--- src/core/pnpsm_cfg.svh ---
// Constants of the power state manager: register offsets, bit positions, reset values.
// Assumes inclusion by core/pci_nic_power_state_manager.sv and the bench top, not by core/pnpsm_pkg.sv.
//
// Contract
// - Aux-powered sleep behaves like D3 hot; configuration access is impossible there.
// - Unpowered state: no scanning, no bus transactions, internal state lost.
// - Control bit 17 set makes the device ignore PCI reset transitions.
// - Control bit 16 set keeps the system clock running in low power states.
// - Reset-effect bits 00: PCI reset assertion forces D0 immediately.
// - Reset-effect bits 01: assertion no effect; deassertion sets D0.
// - Reset-effect bit 21 set: PCI reset never changes the power state.
// - Event drives interrupt in low power only if control bit 19 and mask bit 14.
// - Writing status bit 14 does not clear event interrupt; clearing event status does.
// - Power-on reset clears event status and enable, sets power state 00.
// - Auto power-loss enable clears at power-up, survives power loss and PCI reset.
// - Power-good high means present; with auto mode, loss enters aux-powered sleep.
// - With auto mode, power-good returning moves aux-powered sleep to D0.
// - Power-down bit gates system clock; in loopback also gates transmit and receive clocks.
// - While powered down, configuration and general control remain accessible.
// - Hard reset recalls serial configuration memory, then enters power-down.
// - Writing zero powers up; cleared before soft reset, stays cleared after.
// - Power-down leaves PCI clock running; clock-run protocol lets host stop it.
// - Wake request asserted while event status and enable both set.
// - Event status and enable survive PCI reset; only power-up clears them.
// - Entering D3 hot, D1 or D2 sets power-down bit 3.
`ifndef PNPSM_CFG_SVH
`define PNPSM_CFG_SVH
`define PNPSM_OFS_INTSTAT 8'h04
`define PNPSM_OFS_INTMASK 8'h08
`define PNPSM_OFS_GENCTL  8'h0c
`define PNPSM_OFS_PWRMGMT 8'he0
`define PNPSM_OFS_MISC    8'h40
`define PNPSM_BIT_PDOWN   3
`define PNPSM_BIT_SRESET  0
`define PNPSM_BIT_CLKON   16
`define PNPSM_BIT_IGNRST  17
`define PNPSM_BIT_WAKEPAT 18
`define PNPSM_BIT_EVTINT  19
`define PNPSM_BIT_RSTE0   20
`define PNPSM_BIT_RSTE1   21
`define PNPSM_BIT_AUTOPL  22
`define PNPSM_BIT_EVTMSK  14
`define PNPSM_BIT_EVTST   15
`define PNPSM_BIT_EVTEN   8
`define PNPSM_BIT_LOOPB   1
`define PNPSM_RECALL_CYC  16'h0040
`define PNPSM_PSTATE_D0   2'h0
`define PNPSM_PSTATE_D3   2'h3
// Idle levels of aux, PCI clock, hard reset, power-good, PCI reset: no false edge after reset
`define PNPSM_SYNC_IDLE   5'h17
`endif

--- src/core/pnpsm_pkg.sv ---
// Types of the power state manager.
// Assumes nothing beyond the constants header.
package pnpsm_pkg;
  typedef enum logic [1:0] {PNPSM_D0, PNPSM_D3HOT, PNPSM_AUXSLEEP, PNPSM_UNPOWERED} pnpsm_mode_t;
  typedef enum {PNPSM_RECALL, PNPSM_RUN} pnpsm_boot_t;
endpackage

--- src/core/pci_nic_power_state_manager.sv ---
// Power state manager of a PCI network controller with an AHB-Lite register slave.
// Assumes ref_clk at 50 MHz, rst asynchronous active high as power-on reset,
// and asynchronous pins (PCI reset, power-good, hard reset) synchronised here.
`timescale 1ns/1ns
`default_nettype none
`include "pnpsm_cfg.svh"
module pci_nic_power_state_manager
(
  input  wire logic                         ref_clk,
  input  wire logic                         rst,
  input  wire logic                         hsel,
  input  wire logic [31:0]                  haddr,
  input  wire logic [1:0]                   htrans,
  input  wire logic                         hwrite,
  input  wire logic [2:0]                   hsize,
  input  wire logic [31:0]                  hwdata,
  input  wire logic                         hready,
  output logic      [31:0]                  hrdata,
  output logic                              hreadyout,
  output logic                              hresp,
  input  wire logic                         pciRstN,
  input  wire logic                         pciClk,
  input  wire logic                         powerGoodInput,
  input  wire logic                         hardResetPinN,
  input  wire logic                         auxPowerPresent,
  input  wire logic                         wakeEvent,
  output logic                              wakeRequestOut,
  output logic                              pciIntOut,
  output logic                              sysClkEnable,
  output logic                              macClkEnable,
  output logic                              clkRunReq,
  output pnpsm_pkg::pnpsm_mode_t            powerMode
);
  import pnpsm_pkg::*;

  ////////////////////////////////////////////////////////////////////////////
  // Input synchronisers; stage one is read only by stage two
  logic [4:0] syncA_r;
  logic [4:0] syncB_r;
  logic       pciRstPrev_r;
  logic       pgPrev_r;
  logic       hrstPrev_r;
  logic       pciClkPrev_r;
  wire        pciRstAct = ~syncB_r[0];
  wire        powerGood = syncB_r[1];
  wire        hardRstAct = ~syncB_r[2];
  wire        auxPresent = syncB_r[4];
  always_ff @(posedge ref_clk or posedge rst)
    if (rst)
    begin
      syncA_r <= `PNPSM_SYNC_IDLE;
      syncB_r <= `PNPSM_SYNC_IDLE;
    end
    else
    begin
      syncA_r <= {auxPowerPresent, pciClk, hardResetPinN, powerGoodInput, pciRstN};
      syncB_r <= syncA_r;
    end

  always_ff @(posedge ref_clk or posedge rst)
    if (rst)
    begin
      pciRstPrev_r <= 1'b0;
      pgPrev_r     <= 1'b1;
      hrstPrev_r   <= 1'b0;
      pciClkPrev_r <= 1'b0;
    end
    else
    begin
      pciRstPrev_r <= pciRstAct;
      pgPrev_r     <= powerGood;
      hrstPrev_r   <= hardRstAct;
      pciClkPrev_r <= syncB_r[3];
    end

  wire pciRstRise = pciRstAct & ~pciRstPrev_r;
  wire pciRstFall = ~pciRstAct & pciRstPrev_r;
  wire pgLoss     = ~powerGood & pgPrev_r;
  wire pgReturn   = powerGood & ~pgPrev_r;
  wire hrstRise   = hardRstAct & ~hrstPrev_r;

  ////////////////////////////////////////////////////////////////////////////
  // AHB-Lite slave: one-cycle address capture, zero wait states
  logic [7:0] addr_r;
  logic       wrPend_r;
  logic       rdPend_r;
  wire        acc = hsel & hready & htrans[1];
  always_ff @(posedge ref_clk or posedge rst)
    if (rst)
    begin
      addr_r   <= 8'h00;
      wrPend_r <= 1'b0;
      rdPend_r <= 1'b0;
    end
    else
    begin
      wrPend_r <= acc & hwrite;
      rdPend_r <= acc & ~hwrite;
      if (acc)
        addr_r <= haddr[7:0];
    end
  assign hreadyout = 1'b1;
  assign hresp     = 1'b0;

  logic [31:0] genCtl_r;
  logic [31:0] intMask_r;
  logic [1:0]  pmState_r;
  logic        evtSt_r;
  logic        evtEn_r;
  logic        loopback_r;
  pnpsm_mode_t mode_r;
  pnpsm_boot_t boot_r;
  logic [15:0] recallCnt_r;
  logic        evtIntSt_r;

  // Unmapped addresses read zero and ignore writes
  wire wrGen  = wrPend_r & (addr_r == `PNPSM_OFS_GENCTL);
  wire wrMask = wrPend_r & (addr_r == `PNPSM_OFS_INTMASK);
  wire wrPm   = wrPend_r & (addr_r == `PNPSM_OFS_PWRMGMT);
  wire wrMisc = wrPend_r & (addr_r == `PNPSM_OFS_MISC);
  // Config space access needs the PCI clock; aux sleep has none
  wire cfgOk  = mode_r != PNPSM_AUXSLEEP;

  ////////////////////////////////////////////////////////////////////////////
  // Boot sequencer: hard reset recalls config memory then powers down
  wire recallDone = (boot_r == PNPSM_RECALL) && (recallCnt_r == `PNPSM_RECALL_CYC);
  always_ff @(posedge ref_clk or posedge rst)
    if (rst)
    begin
      boot_r      <= PNPSM_RECALL;
      recallCnt_r <= 16'h0000;
    end
    else if (hrstRise)
    begin
      boot_r      <= PNPSM_RECALL;
      recallCnt_r <= 16'h0000;
    end
    else
    begin
      unique case (boot_r)
        PNPSM_RECALL:
        begin
          recallCnt_r <= recallCnt_r + 16'h0001;
          if (recallDone)
            boot_r <= PNPSM_RUN;
        end
        PNPSM_RUN:
          recallCnt_r <= 16'h0000;
      endcase
    end

  ////////////////////////////////////////////////////////////////////////////
  // General control; auto-mode bit cleared only by power-on reset or a general control write
  wire pmEnterLow = wrPm & cfgOk & (hwdata[1:0] != `PNPSM_PSTATE_D0);
  always_ff @(posedge ref_clk or posedge rst)
    if (rst)
      genCtl_r <= 32'h0000_0000;
    else
    begin
      if (wrGen)
      begin
        genCtl_r <= hwdata & ~(32'h1 << `PNPSM_BIT_SRESET);
        // Soft reset leaves the part powered up unless a config memory recall completes in the same cycle
        if (hwdata[`PNPSM_BIT_SRESET])
          genCtl_r[`PNPSM_BIT_PDOWN] <= 1'b0;
      end
      if (recallDone)
        genCtl_r[`PNPSM_BIT_PDOWN] <= 1'b1;
      if (pmEnterLow)
        genCtl_r[`PNPSM_BIT_PDOWN] <= 1'b1;
    end

  always_ff @(posedge ref_clk or posedge rst)
    if (rst)
    begin
      intMask_r  <= 32'h0000_0000;
      loopback_r <= 1'b0;
    end
    else
    begin
      if (wrMask & ~genCtl_r[`PNPSM_BIT_PDOWN])
        intMask_r <= hwdata;
      if (wrMisc)
        loopback_r <= hwdata[`PNPSM_BIT_LOOPB];
    end

  ////////////////////////////////////////////////////////////////////////////
  // Power state and reset effect
  wire ignRst   = genCtl_r[`PNPSM_BIT_IGNRST] | genCtl_r[`PNPSM_BIT_RSTE1];
  wire rstToD0  = ~ignRst & ((~genCtl_r[`PNPSM_BIT_RSTE0] & pciRstRise)
                           | (genCtl_r[`PNPSM_BIT_RSTE0] & pciRstFall));
  wire autoMode = genCtl_r[`PNPSM_BIT_AUTOPL];
  always_ff @(posedge ref_clk or posedge rst)
    if (rst)
    begin
      pmState_r <= `PNPSM_PSTATE_D0;
      mode_r    <= PNPSM_D0;
    end
    else if (~auxPresent & ~powerGood)
    begin
      pmState_r <= `PNPSM_PSTATE_D0;
      mode_r    <= PNPSM_UNPOWERED;
    end
    else if (autoMode & pgLoss)
    begin
      pmState_r <= `PNPSM_PSTATE_D3;
      mode_r    <= PNPSM_AUXSLEEP;
    end
    else if ((autoMode & pgReturn & (mode_r == PNPSM_AUXSLEEP)) | rstToD0)
    begin
      pmState_r <= `PNPSM_PSTATE_D0;
      mode_r    <= PNPSM_D0;
    end
    else if (wrPm & cfgOk)
    begin
      pmState_r <= hwdata[1:0];
      mode_r    <= (hwdata[1:0] == `PNPSM_PSTATE_D0) ? PNPSM_D0 : PNPSM_D3HOT;
    end
    else if (mode_r == PNPSM_UNPOWERED)
      mode_r <= PNPSM_D0;

  // Event status and enable; hardware set beats software clear, PCI reset ignored
  always_ff @(posedge ref_clk or posedge rst)
    if (rst)
    begin
      evtSt_r <= 1'b0;
      evtEn_r <= 1'b0;
    end
    else if (mode_r == PNPSM_UNPOWERED)
    begin
      evtSt_r <= 1'b0;
      evtEn_r <= 1'b0;
    end
    else
    begin
      if (wrPm & cfgOk)
        evtEn_r <= hwdata[`PNPSM_BIT_EVTEN];
      if (wakeEvent & (mode_r != PNPSM_D0))
        evtSt_r <= 1'b1;
      else if (wrPm & cfgOk & hwdata[`PNPSM_BIT_EVTST])
        evtSt_r <= 1'b0;
    end

  // Event interrupt status follows event status only; write-one does nothing
  always_ff @(posedge ref_clk or posedge rst)
    if (rst)
      evtIntSt_r <= 1'b0;
    else
      evtIntSt_r <= evtSt_r;

  ////////////////////////////////////////////////////////////////////////////
  // Outputs
  wire lowPower = mode_r != PNPSM_D0;
  wire pdown    = genCtl_r[`PNPSM_BIT_PDOWN];
  always_ff @(posedge ref_clk or posedge rst)
    if (rst)
    begin
      wakeRequestOut <= 1'b0;
      pciIntOut      <= 1'b0;
      sysClkEnable   <= 1'b1;
      macClkEnable   <= 1'b1;
      clkRunReq      <= 1'b0;
    end
    else
    begin
      wakeRequestOut <= evtSt_r & evtEn_r;
      pciIntOut      <= evtIntSt_r & lowPower & genCtl_r[`PNPSM_BIT_EVTINT]
                        & intMask_r[`PNPSM_BIT_EVTMSK];
      sysClkEnable   <= ~pdown | genCtl_r[`PNPSM_BIT_CLKON];
      macClkEnable   <= ~(pdown & loopback_r);
      clkRunReq      <= pdown;
    end
  assign powerMode = mode_r;

  // Read mux; config, general control and misc answer while powered down
  always_ff @(posedge ref_clk or posedge rst)
    if (rst)
      hrdata <= 32'h0000_0000;
    else if (acc & ~hwrite)
    begin
      unique case (haddr[7:0])
        `PNPSM_OFS_GENCTL:
          hrdata <= genCtl_r;
        `PNPSM_OFS_PWRMGMT:
          hrdata <= cfgOk ? {16'h0000, evtSt_r, 6'h00, evtEn_r, 6'h00, pmState_r} : 32'h0000_0000;
        `PNPSM_OFS_INTMASK:
          hrdata <= pdown ? 32'h0000_0000 : intMask_r;
        `PNPSM_OFS_INTSTAT:
          hrdata <= pdown ? 32'h0000_0000 : {17'h00000, evtIntSt_r, 14'h0000};
        `PNPSM_OFS_MISC:
          hrdata <= {29'h0, syncB_r[3] ^ pciClkPrev_r, loopback_r, boot_r == PNPSM_RUN};
        default:
          hrdata <= 32'h0000_0000;
      endcase
    end

  ////////////////////////////////////////////////////////////////////////////
  // Assertions
  property p_rst_d0;
    @(posedge ref_clk) disable iff (rst)
    (rstToD0 && !(~auxPresent & ~powerGood) && !(autoMode & pgLoss)) |=> mode_r == PNPSM_D0;
  endproperty
  a_rst_d0: assert property (p_rst_d0) else $error("reset did not force D0");

  property p_ign;
    @(posedge ref_clk) disable iff (rst)
    (genCtl_r[`PNPSM_BIT_IGNRST] && pciRstRise && !pgLoss && !wrPm && mode_r == PNPSM_D3HOT
     && auxPresent) |=> mode_r == PNPSM_D3HOT;
  endproperty
  a_ign: assert property (p_ign) else $error("reset not ignored");

  property p_bit21;
    @(posedge ref_clk) disable iff (rst)
    (genCtl_r[`PNPSM_BIT_RSTE1] && (pciRstRise || pciRstFall) && mode_r == PNPSM_D3HOT && powerGood
     && auxPresent && !wrPm) |=> mode_r == PNPSM_D3HOT;
  endproperty
  a_bit21: assert property (p_bit21) else $error("bit 21 not honoured");

  property p_wake;
    @(posedge ref_clk) disable iff (rst)
    ##1 wakeRequestOut == $past(evtSt_r & evtEn_r);
  endproperty
  a_wake: assert property (p_wake) else $error("wake request mismatch");

  property p_int;
    @(posedge ref_clk) disable iff (rst)
    pciIntOut |-> $past(genCtl_r[`PNPSM_BIT_EVTINT] & intMask_r[`PNPSM_BIT_EVTMSK] & lowPower);
  endproperty
  a_int: assert property (p_int) else $error("interrupt without enables");

  property p_loss;
    @(posedge ref_clk) disable iff (rst)
    (autoMode && pgLoss && auxPresent) |=> mode_r == PNPSM_AUXSLEEP;
  endproperty
  a_loss: assert property (p_loss) else $error("no aux sleep on loss");

  property p_pd;
    @(posedge ref_clk) disable iff (rst)
    pmEnterLow |=> pdown ##1 (!sysClkEnable || genCtl_r[`PNPSM_BIT_CLKON]);
  endproperty
  a_pd: assert property (p_pd) else $error("power-down not set");

  property p_recall;
    @(posedge ref_clk) disable iff (rst)
    recallDone |=> pdown;
  endproperty
  a_recall: assert property (p_recall) else $error("no power-down after recall");

  property p_return;
    @(posedge ref_clk) disable iff (rst)
    (autoMode && pgReturn && mode_r == PNPSM_AUXSLEEP && auxPresent) |=> mode_r == PNPSM_D0;
  endproperty
  a_return: assert property (p_return) else $error("no D0 on power return");

  property p_unpow;
    @(posedge ref_clk) disable iff (rst)
    (!auxPresent && !powerGood) |=> mode_r == PNPSM_UNPOWERED;
  endproperty
  a_unpow: assert property (p_unpow) else $error("not unpowered without supplies");

  property p_unpow_clr;
    @(posedge ref_clk) disable iff (rst)
    mode_r == PNPSM_UNPOWERED |=> !evtSt_r && !evtEn_r;
  endproperty
  a_unpow_clr: assert property (p_unpow_clr) else $error("event bits kept without power");

  property p_set_wins;
    @(posedge ref_clk) disable iff (rst)
    (wakeEvent && mode_r != PNPSM_D0 && mode_r != PNPSM_UNPOWERED) |=> evtSt_r;
  endproperty
  a_set_wins: assert property (p_set_wins) else $error("event status not set");

  // A write in aux sleep would need the absent PCI clock
  property p_aux_cfg;
    @(posedge ref_clk) disable iff (rst)
    (mode_r == PNPSM_AUXSLEEP && wrPm && auxPresent && !powerGood && !rstToD0) |=> mode_r == PNPSM_AUXSLEEP;
  endproperty
  a_aux_cfg: assert property (p_aux_cfg) else $error("config write in aux sleep");

  property p_softrst;
    @(posedge ref_clk) disable iff (rst)
    (wrGen && hwdata[`PNPSM_BIT_SRESET] && !recallDone) |=> !pdown && !genCtl_r[`PNPSM_BIT_SRESET];
  endproperty
  a_softrst: assert property (p_softrst) else $error("soft reset left power-down set");

  c_loss:  cover property (@(posedge ref_clk) disable iff (rst) mode_r == PNPSM_AUXSLEEP ##[1:50] mode_r == PNPSM_D0);
  c_unpow: cover property (@(posedge ref_clk) disable iff (rst) mode_r == PNPSM_UNPOWERED ##1 mode_r == PNPSM_D0);
  c_wake:  cover property (@(posedge ref_clk) disable iff (rst) $rose(wakeRequestOut));
  c_int:   cover property (@(posedge ref_clk) disable iff (rst) $rose(pciIntOut));
endmodule
`default_nettype wire

--- config.mk ---
export PLATFORM = sky130hd
export DESIGN_NAME = pci_nic_power_state_manager
export DESIGN_NICKNAME = d
export VERILOG_FILES = /design/src/core/pnpsm_pkg.sv /design/src/core/pci_nic_power_state_manager.sv
export VERILOG_INCLUDE_DIRS = /design/src /design/src/core
export SDC_FILE = /design/constraint.sdc
export NUM_CORES = 1
export LEC_CHECK = 0
export BUFFER_PORTS_ARGS = -buffer_cell sky130_fd_sc_hd__buf_2
export CAP_MARGIN = 20
export CORE_MARGIN = 4
export CORE_UTILIZATION = 35
export CTS_CLUSTER_DIAMETER = 100
export DETAILED_ROUTE_END_ITERATION = 8
export PLACE_DENSITY_LB_ADDON = 0.3
export SYNTH_ARGS = -nofsm -noshare
export SYNTH_HDL_FRONTEND = slang
export SYNTH_SLANG_ARGS = --single-unit
--- constraint.sdc ---
create_clock -name ref_clk -period 13.7 [get_ports ref_clk]
set_input_delay 2.055 -clock ref_clk [delete_from_list [all_inputs] [get_ports ref_clk]]
set_output_delay 2.055 -clock ref_clk [all_outputs]
set_load 0.02 [all_outputs]
======== Word level (Yosys, flattened, before mapping) ========
Cells that the tools add are included.
word-level totals
  register bits after elaboration ......... 179
  input port bits ......................... 80
  output and inout bits ................... 41
  word-level logic and storage cells ...... 130
operators by class
  $add $sub $neg .......................... 1
  eq/ne operators ......................... 15
  mux-type cells .......................... 28
  bitwise gates (word level) .............. 47
  reduce and logical (&&, ||, !) cells .... 14
operators with widths
  kind                                                              count
  32-bit one-hot mux with 5 select lines                            1
  32-bit two-way mux                                                4
  32-bit zero test                                                  2
  32-bit by 1-bit == test with 1-bit output, second input constant  1
  32-bit by 2-bit == test with 1-bit output, second input constant  1
  8-bit by 4-bit == test with 1-bit output, second input constant   4
  16-bit two-way mux                                                2
  16-bit one-hot mux with 2 select lines                            1
  1-bit AND                                                         30
  2-bit two-way mux                                                 9
  16-bit by 1-bit adder with 16-bit output, second input constant   1
  16-bit by 7-bit == test with 1-bit output, second input constant  1
  8-bit by 7-bit == test with 1-bit output, second input constant   2
  8-bit == test, second input constant                              2
  15-bit two-way mux                                                1
  1-bit NOT                                                         12
  2-bit nonzero test                                                5
  1-bit two-way mux                                                 9
  8-bit by 3-bit == test with 1-bit output, second input constant   1
  3-bit nonzero test                                                2
  5-bit nonzero test                                                1
  2-bit == test, second input constant                              2
  4-bit two-way mux                                                 1
  1-bit bitwise OR                                                  4
  other kinds (6)                                                   6

======== Longest topological paths before layout ========
Gate-level depths: netlist of run 1.
  word-level depth ........................ 9
  gate-level depth with buffers ........... 7
  mapped depth without buffers ............ 6

======== Worst setup path before layout of run 1 ========
OpenSTA, ideal clock, no wires.
  kind .................................... in2reg
  from .................................... in haddr[5]
  to ...................................... reg hrdata[11]
  library setup time ...................... 0.077 ns
  arrival ................................. 3.081 ns
  data required time ...................... 13.623 ns
  slack ................................... 10.542 ns
  cell stages on the path ................. 7
  buffers on the path ..................... 3
  cell sequence ........................... buf_4 nor3_2 and4_1 buf_4 buf_6 a22oi_1 o21ai_1
on the way
  word-level cells in the longest chain between the ends .. 2
  elaborated cells on any way between the ends .. 6
  classes of those cells .................. eq/ne: 5; mux: 1
RTL lines
  what                                                              RTL line                            text
  from (decl)                                                       pci_nic_power_state_manager.sv:12   input wire logic [31:0] haddr,
  8-bit by 7-bit == test with 1-bit output (tied with other cells)  pci_nic_power_state_manager.sv:281  unique case (haddr[7:0])
  32-bit one-hot mux with 5 select lines *                          pci_nic_power_state_manager.sv:281
  to (signal assigned)                                              pci_nic_power_state_manager.sv:283  hrdata <= genCtl_r;
  to (signal assigned)                                              pci_nic_power_state_manager.sv:285  hrdata <= cfgOk ? {16'h0000, evtSt_r, 6'h00, evtEn_r, 6'h00, pmState_r} : 32'h0000_0000;
  to (signal assigned)                                              pci_nic_power_state_manager.sv:287  hrdata <= pdown ? 32'h0000_0000 : intMask_r;
  to (decl)                                                         pci_nic_power_state_manager.sv:18   output logic [31:0] hrdata,
Mark *: on every way between the ends. The rest lies on a longest branch, timed or not.
A chain may end at the register's enable or synchronous reset.

======== Final worst setup path of run 1 ========
  from .................................... in htrans[1]
  to ...................................... reg hrdata[0]
on the way
  word-level cells in the longest chain between the ends .. 2
RTL lines
  what         RTL line                            text
  from (decl)  pci_nic_power_state_manager.sv:13   input wire logic [1:0] htrans,
  1-bit AND    pci_nic_power_state_manager.sv:87   wire acc = hsel & hready & htrans[1];
  1-bit AND    pci_nic_power_state_manager.sv:279  else if (acc & ~hwrite)
No other way between the ends.

==> results of run 1 <==
-- through the flow --
step | total power, mW | cells | util, % | hold WS [ns] | cell area, µm²
after floorplan | 0.539 | 501 | - | 0.331 | 6370
after global placement | 0.563 | 801 | 39.0 | 0.341 | 6980
after detailed placement | 0.568 | 801 | 39.0 | 0.338 | 6980
after CTS | 1.01 | 833 | 42.1 | 0.351 | 7540
after global routing | 1.05 | 835 | 42.3 | 0.363 | 7570
final | 1.00 | 835 | 42.3 | 0.348 | 7570
-- routing by layer --
| metal | share of wire [%] | global-route usage [%] | vias up |
|---|---|---|---|
| li1 | - | - | 1996 |
| met1 | 48 | 20.8 | 2151 |
| met2 | 45 | 23.0 | 124 |
| met3 | 5.3 | 4.09 | 16 |
| met4 | 1.7 | 6.20 | 0 |
| met5 | 0 | 0 | - |
-- final cells by class --
cell class,instances,area (µm²)
Clock inverter,4,47.5
Sequential cell,148,3720
Timing Repair Buffer,98,523
Fill cell,1692,10300
Multi-Input combinational cell,318,2440
Inverter,10,42.5
Clock buffer,28,517
Tap cell,229,287
-- cell families (layout without fill, tap and decap cells) --
group | Yosys count | count (layout) | synth area share (%)
compound gates | 98 | 98 | 10.1
xor+xnor | 11 | 11 | 1.51
fa+ha+maj | 2 | 2 | 0.393
buf+inv | 35 | 140 | 3.30
flops | 148 | 148 | 58.4
mux | 73 | 73 | 14.5
other cells | 2 | 2 | 0.118
simple gates | 132 | 132 | 11.7
-- sequential cells by signal, summed over array words and instances, names as in the netlist, 2 cells and up --
name / count
hrdata: 32
syncA_r: 5
genCtl_r: 31
powerMode: 2
pmState_r: 2
recallCnt_r: 16
syncB_r: 5
addr_r: 8
intMask_r: 32
-- cells in the mapped netlist (2+ instances only) --
cell / n
dfrtp_1: 137
nand2_1: 46
mux2_2: 41
a22oi_1: 31
mux2_4: 28
o21ai_1: 22
nor2_1: 19
o21ai_0: 17
dfstp_2: 11
inv_1: 10
buf_2: 8
nand3_1: 8
nand4_1: 8
xnor2_1: 8
a21oi_1: 7
buf_6: 7
nor3b_1: 6
nor4_1: 6
and2_1: 5
clkbuf_1: 5
o31ai_1: 5
buf_4: 4
mux2i_1: 4
nor3_1: 4
and3_1: 3
nand2b_1: 3
or3_1: 3
xor2_1: 3
a2bb2oi_1: 2
a32oi_1: 2
conb_1: 2
ha_1: 2
nand3_2: 2
nand3_4: 2
nand3b_1: 2
nor2b_1: 2
nor3_2: 2
or4_1: 2
-- path summary, 6_finish.rpt --
path                                end  cells after the start
min                          syncB_r[3]                      0
min in group asynchronous     hrdata[4]                      2
max                           hrdata[0]                      7
max in group asynchronous    loopback_r                      3
min reg2reg                  syncB_r[3]                      0
max reg2reg                genCtl_r[28]                      4
-- where the power goes --
| part | switching [mW] | internal [mW] | total (mW) |
|---|---|---|---|
| logic | 0.0376 | 0.0339 | 0.0715 |
| clock network | 0.169 | 0.274 | 0.442 |
| registers | 0.0233 | 0.464 | 0.488 |
==> impl_results.md, run 1 <==
* Vias/cell at 5.13
* Hold Path Class: reg2reg
* Status: completed
* Sink Count at 148
* R2r setup slk at 11.81 ns
* Crit start category: input pin
* Fraction of layout instances using a drive strength above 1 at 35.8%
* RSZ-0062 raised after global routing: no
* Grt ovf at 0
* Largest net degree at the start of global routing at 96
* Gr usage total at 15.2%
* Final hold vios at 0
* Hold-fix buffers at CTS at 0
* Clk_lat worst skew at 0.42 ns
* Final setup violation count at 0
* Synth Warn # at 0
* Initial core utilization at 35.6%
* Syn Area/Cell at 12.7 µm²
* Synth Flop Type: dfrtp_1
* Synth cell types at 60
* Syn_nets at 583
* Final #Nets at 675
* ANT nets after route at 0
* Synthesis-to-layout area growth at 18.9%
* Static Leakage at 3.44 nW
* Vias in the first global route at 4588
* Post-synth top area cell: dfrtp_1
* Share of the synthesized area in the top cell type at 53.9%
* Worst reg2reg startpoint: addr_r[4]
* CTS tree: yes
* VDD IR max at 0.0842 mV
* Final worst-path cycle share at 24.0%
* Total negative slack at 0 ns
* Most frequent cells in the layout: dfrtp_1, buf_2, nand2_1
* # port buffers at 90
* Max-cap check violation count at 0
* FFs w/ async S/R, synth at 100%
* DR WL/cell at 17.5 µm
* Min-Delay Startpoint: syncA_r[3]
* Chip width at 143 µm
* Crit path max-delay cell type: buf_4
* Critical path fanouts, max at 35
* Vias after detailed routing at 4287
* # rows at 49
* Slew Limit Fails at 0
* Post_cts resized at 0
* Synth top area cells: dfrtp_1, mux2_2, mux2_4, dfstp_2, a22oi_1
* DRT Pass-1 Iters at 4
* Post-Route WL at 14600 µm
* First-pass GRT wire length at 24000 µm
* Critical Path Sink Type: flop
* Clock root cell: clkbuf_16
* Io pins at 121
* Die area at 20400 µm²
* Starting DRT DRC Count at 262
* Fin worst setup slack at 10.41 ns
* Gp weighted congestion at 0.818
* Max H-tree Level at 4
* Max-slew headroom at 44.2%
* Core footprint at 17900 µm²
* Commonest non-fill, non-tap cell in the layout: dfrtp_1
* Worst path most repeated cell: buf_4
* CP top delay family: buffers and inverters
* Fmax at 0.304 GHz
* Crit path time final at 3.29 ns
* Crit path DAT at 3.56 ns
* Worst-path cell chain: buf_2 -> nand3_4 -> nand2b_1 -> buf_4 -> a21o_1 -> buf_4 -> o21ai_0
* Worst Clk Skew at 0.0124 ns
* Power Density at 132 nW/µm²
* Die height at 143 µm
* CTS max path bufs at 2
* Buffers & Inverters on Critical Path at 3
* Worst-Margin Slew at 0.838 ns
* Post-synthesis instance area at 6370 µm²
* WP data required at 13.97 ns
* CTS clk-pin slew, worst paths at 0.05 ns
* Post-DP HPWL at 9440 µm
* Syn Inst Count at 501
* EDFF count, synth at 0
* Post-route DRC at 0
* Worst slack, placed at 9.97 ns
* Register area share after synthesis at 58.4%
* Critical Path Start: htrans[1]
* Seq cells post-synth at 148
* Antenna violations before repair at 0
* Critical path class: in2reg
* # diodes at 0
* Num CTS Buffers at 17
* Post-CTS Setup Bufs at 0
* CP max stage delay at 0.40 ns
(Power assumes the default switching activity.)
==> run 2, diff against run 1 <==
==> constraint.sdc (replaced) <==
create_clock -name ref_clk -period 3.3 [get_ports ref_clk]
set_input_delay 0.495 -clock ref_clk [delete_from_list [all_inputs] [get_ports ref_clk]]
set_output_delay 0.495 -clock ref_clk [all_outputs]
set_load 0.02 [all_outputs]
==> run 2 against run 1 <==
Net effect: global-route usage increased by 0.21 points; clock skew decreased by 0.0024 ns; setup slack got worse by 9.0 ns; final cell count increased by 0.24%; largest cell class unchanged.
==> impl_results.md, run 2 (synthesized netlist as in run 1, its figures left out) <==
* CTS clk-pin slew, worst paths at 0.06 ns (about the same)
* VDD IR max at 0.376 mV (+350%)
* Final worst-path cycle share at 57.2%
* Vias after detailed routing at 4291 (+0.093%)
* Clk_lat worst skew at 0.42 ns (about the same)
* Largest net degree at the start of global routing at 49 (-49%)
* Core footprint at 17900 µm² (unchanged)
* Num CTS Buffers at 17 (unchanged)
* # diodes at 0 (unchanged)
* Most frequent cells in the layout: dfrtp_1, buf_2, nand2_1
* Final #Nets at 677 (+0.30%)
* Chip width at 143 µm (unchanged)
* Critical path fanouts, max at 30 (-14%)
* # port buffers at 90 (unchanged)
* Critical Path Start: genCtl_r[3]
* Antenna violations before repair at 0 (unchanged)
* Gr usage total at 15.4% (+0.21 points)
* Die height at 143 µm (unchanged)
* Power Density at 542 nW/µm² (+310%)
* Critical path class: reg2reg
* Die area at 20400 µm² (unchanged)
* Min-Delay Startpoint: hardResetPinN
* Max-cap check violation count at 0 (unchanged)
* Grt ovf at 0 (unchanged)
* Hold Path Class: in2reg
* Hold-fix buffers at CTS at 0 (unchanged)
* DRT Pass-1 Iters at 5 (+1)
* Worst slack, placed at 1.19 ns (-8.79 ns)
* Total negative slack at 0 ns (unchanged)
* CTS max path bufs at 2 (unchanged)
* First-pass GRT wire length at 24600 µm (+2.4%)
* Crit start category: flop
* Critical Path Sink Type: flop
* Fin cells at 837 (+0.24%)
* CTS tree: yes
* Crit path DAT at 2.23 ns (-1.33 ns)
* Io pins at 121 (unchanged)
* Post-Route WL at 14900 µm (+2.0%)
* Final setup violation count at 0 (unchanged)
* Clock root cell: clkbuf_16
* Vias in the first global route at 4637 (+1.1%)
* Cell total after placement at 805 (+0.50%)
* DR WL/cell at 17.8 µm (+1.7%)
* Starting DRT DRC Count at 220 (-16%)
* Post-CTS Setup Bufs at 0 (unchanged)
* Sink Count at 148 (unchanged)
* WP data required at 3.64 ns (-10.33 ns)
* Worst reg2reg startpoint: genCtl_r[3]
* Fmax at 0.530 GHz
* Top flop regs: hrdata x32, intMask_r x32, genCtl_r x31
* Placed Area at 7020 µm² (+0.59%)
* Crit path time final at 1.89 ns
* Worst-Margin Slew at 1.03 ns (+0.188 ns)
* Post-route cell area at 7570 µm² (about the same)
* Finished Core Util at 42.3% (about the same)
* ANT nets after route at 0 (unchanged)
* # rows at 49 (unchanged)
* Hold WS at 0.169 ns (-0.179 ns)
* Initial core utilization at 35.6% (unchanged)
* RSZ-0062 raised after global routing: no
* Fin worst setup slack at 1.41 ns (-9.00 ns)
* Synthesis-to-layout area growth at 18.8% (about the same)
* Static Leakage at 3.42 nW (-0.43%)
* Gp weighted congestion at 0.847 (+3.6%)
* Final hold vios at 0 (unchanged)
* Max H-tree Level at 4 (unchanged)
* Post_cts resized at 0 (unchanged)
* Status: completed
* Fraction of layout instances using a drive strength above 1 at 36.8% (+1.0 points)
* Worst Clk Skew at 0.0101 ns (-0.00237 ns)
* Vias/cell at 5.13 (-0.15%)
* Max-slew headroom at 31.2% (-13 points)
* Total power at 4.10 mW (+310%)
* Slew Limit Fails at 0 (unchanged)
* Commonest non-fill, non-tap cell in the layout: dfrtp_1
* Post-route DRC at 0 (unchanged)
* Post-DP HPWL at 9790 µm (+3.8%)
-- run 2: changes by cell type in the layout (fill, tap and decap cells not counted), sizes merged --
cell	before	now
buf	98	100
inv	10	13
clkinvlp	1	5
bufinv	1	0
clkinv	2	5
clkbuf	28	19
-- run 2: path summary, 6_finish.rpt --
check | endpoint | slack, ns | cells past startpoint
setup / recovery | hrdata[2] | 1.41 | 5
hold / removal | syncA_r[2] | 0.17 | 1
setup reg to reg | hrdata[2] | 1.41 | 5
hold reg to reg | syncB_r[3] | 0.35 | 0
max in group asynchronous | pgPrev_r | 2.13 | 3
min in group asynchronous | addr_r[2] | 0.26 | 2
-- run 2: cell type report --
type                            instances  area [µm²]
Clock buffer                           19         443
Clock inverter                         13         101
Fill cell                            1668       10300
Inverter                               10        41.3
Multi-Input combinational cell        318        2440
Sequential cell                       148        3720
Tap cell                              229         287
Timing Repair Buffer                  100         538
-- run 2: where the power goes --
| group | internal [mW] | total [mW] | switching, mW |
|---|---|---|---|
| Clock | 0.990 | 1.77 | 0.784 |
| Sequential | 1.93 | 2.02 | 0.0978 |
| Combinational | 0.144 | 0.302 | 0.158 |
-- run 2: layer usage --
layer,vias up,share of wire (%),track usage (%)
met3,23,4.0,4.02
met2,107,47,24.6
met1,2168,47,20.1
li1,1993,-,-
met5,-,0,0
met4,0,1.7,6.05
-- run 2: critical path: stages, from the launching register on --
cell and delay [ns]:
dfrtp_1 0.54, nor3b_1 0.31, and3_1 0.20, buf_4 0.39, a222oi_1 0.20, o21ai_0 0.17
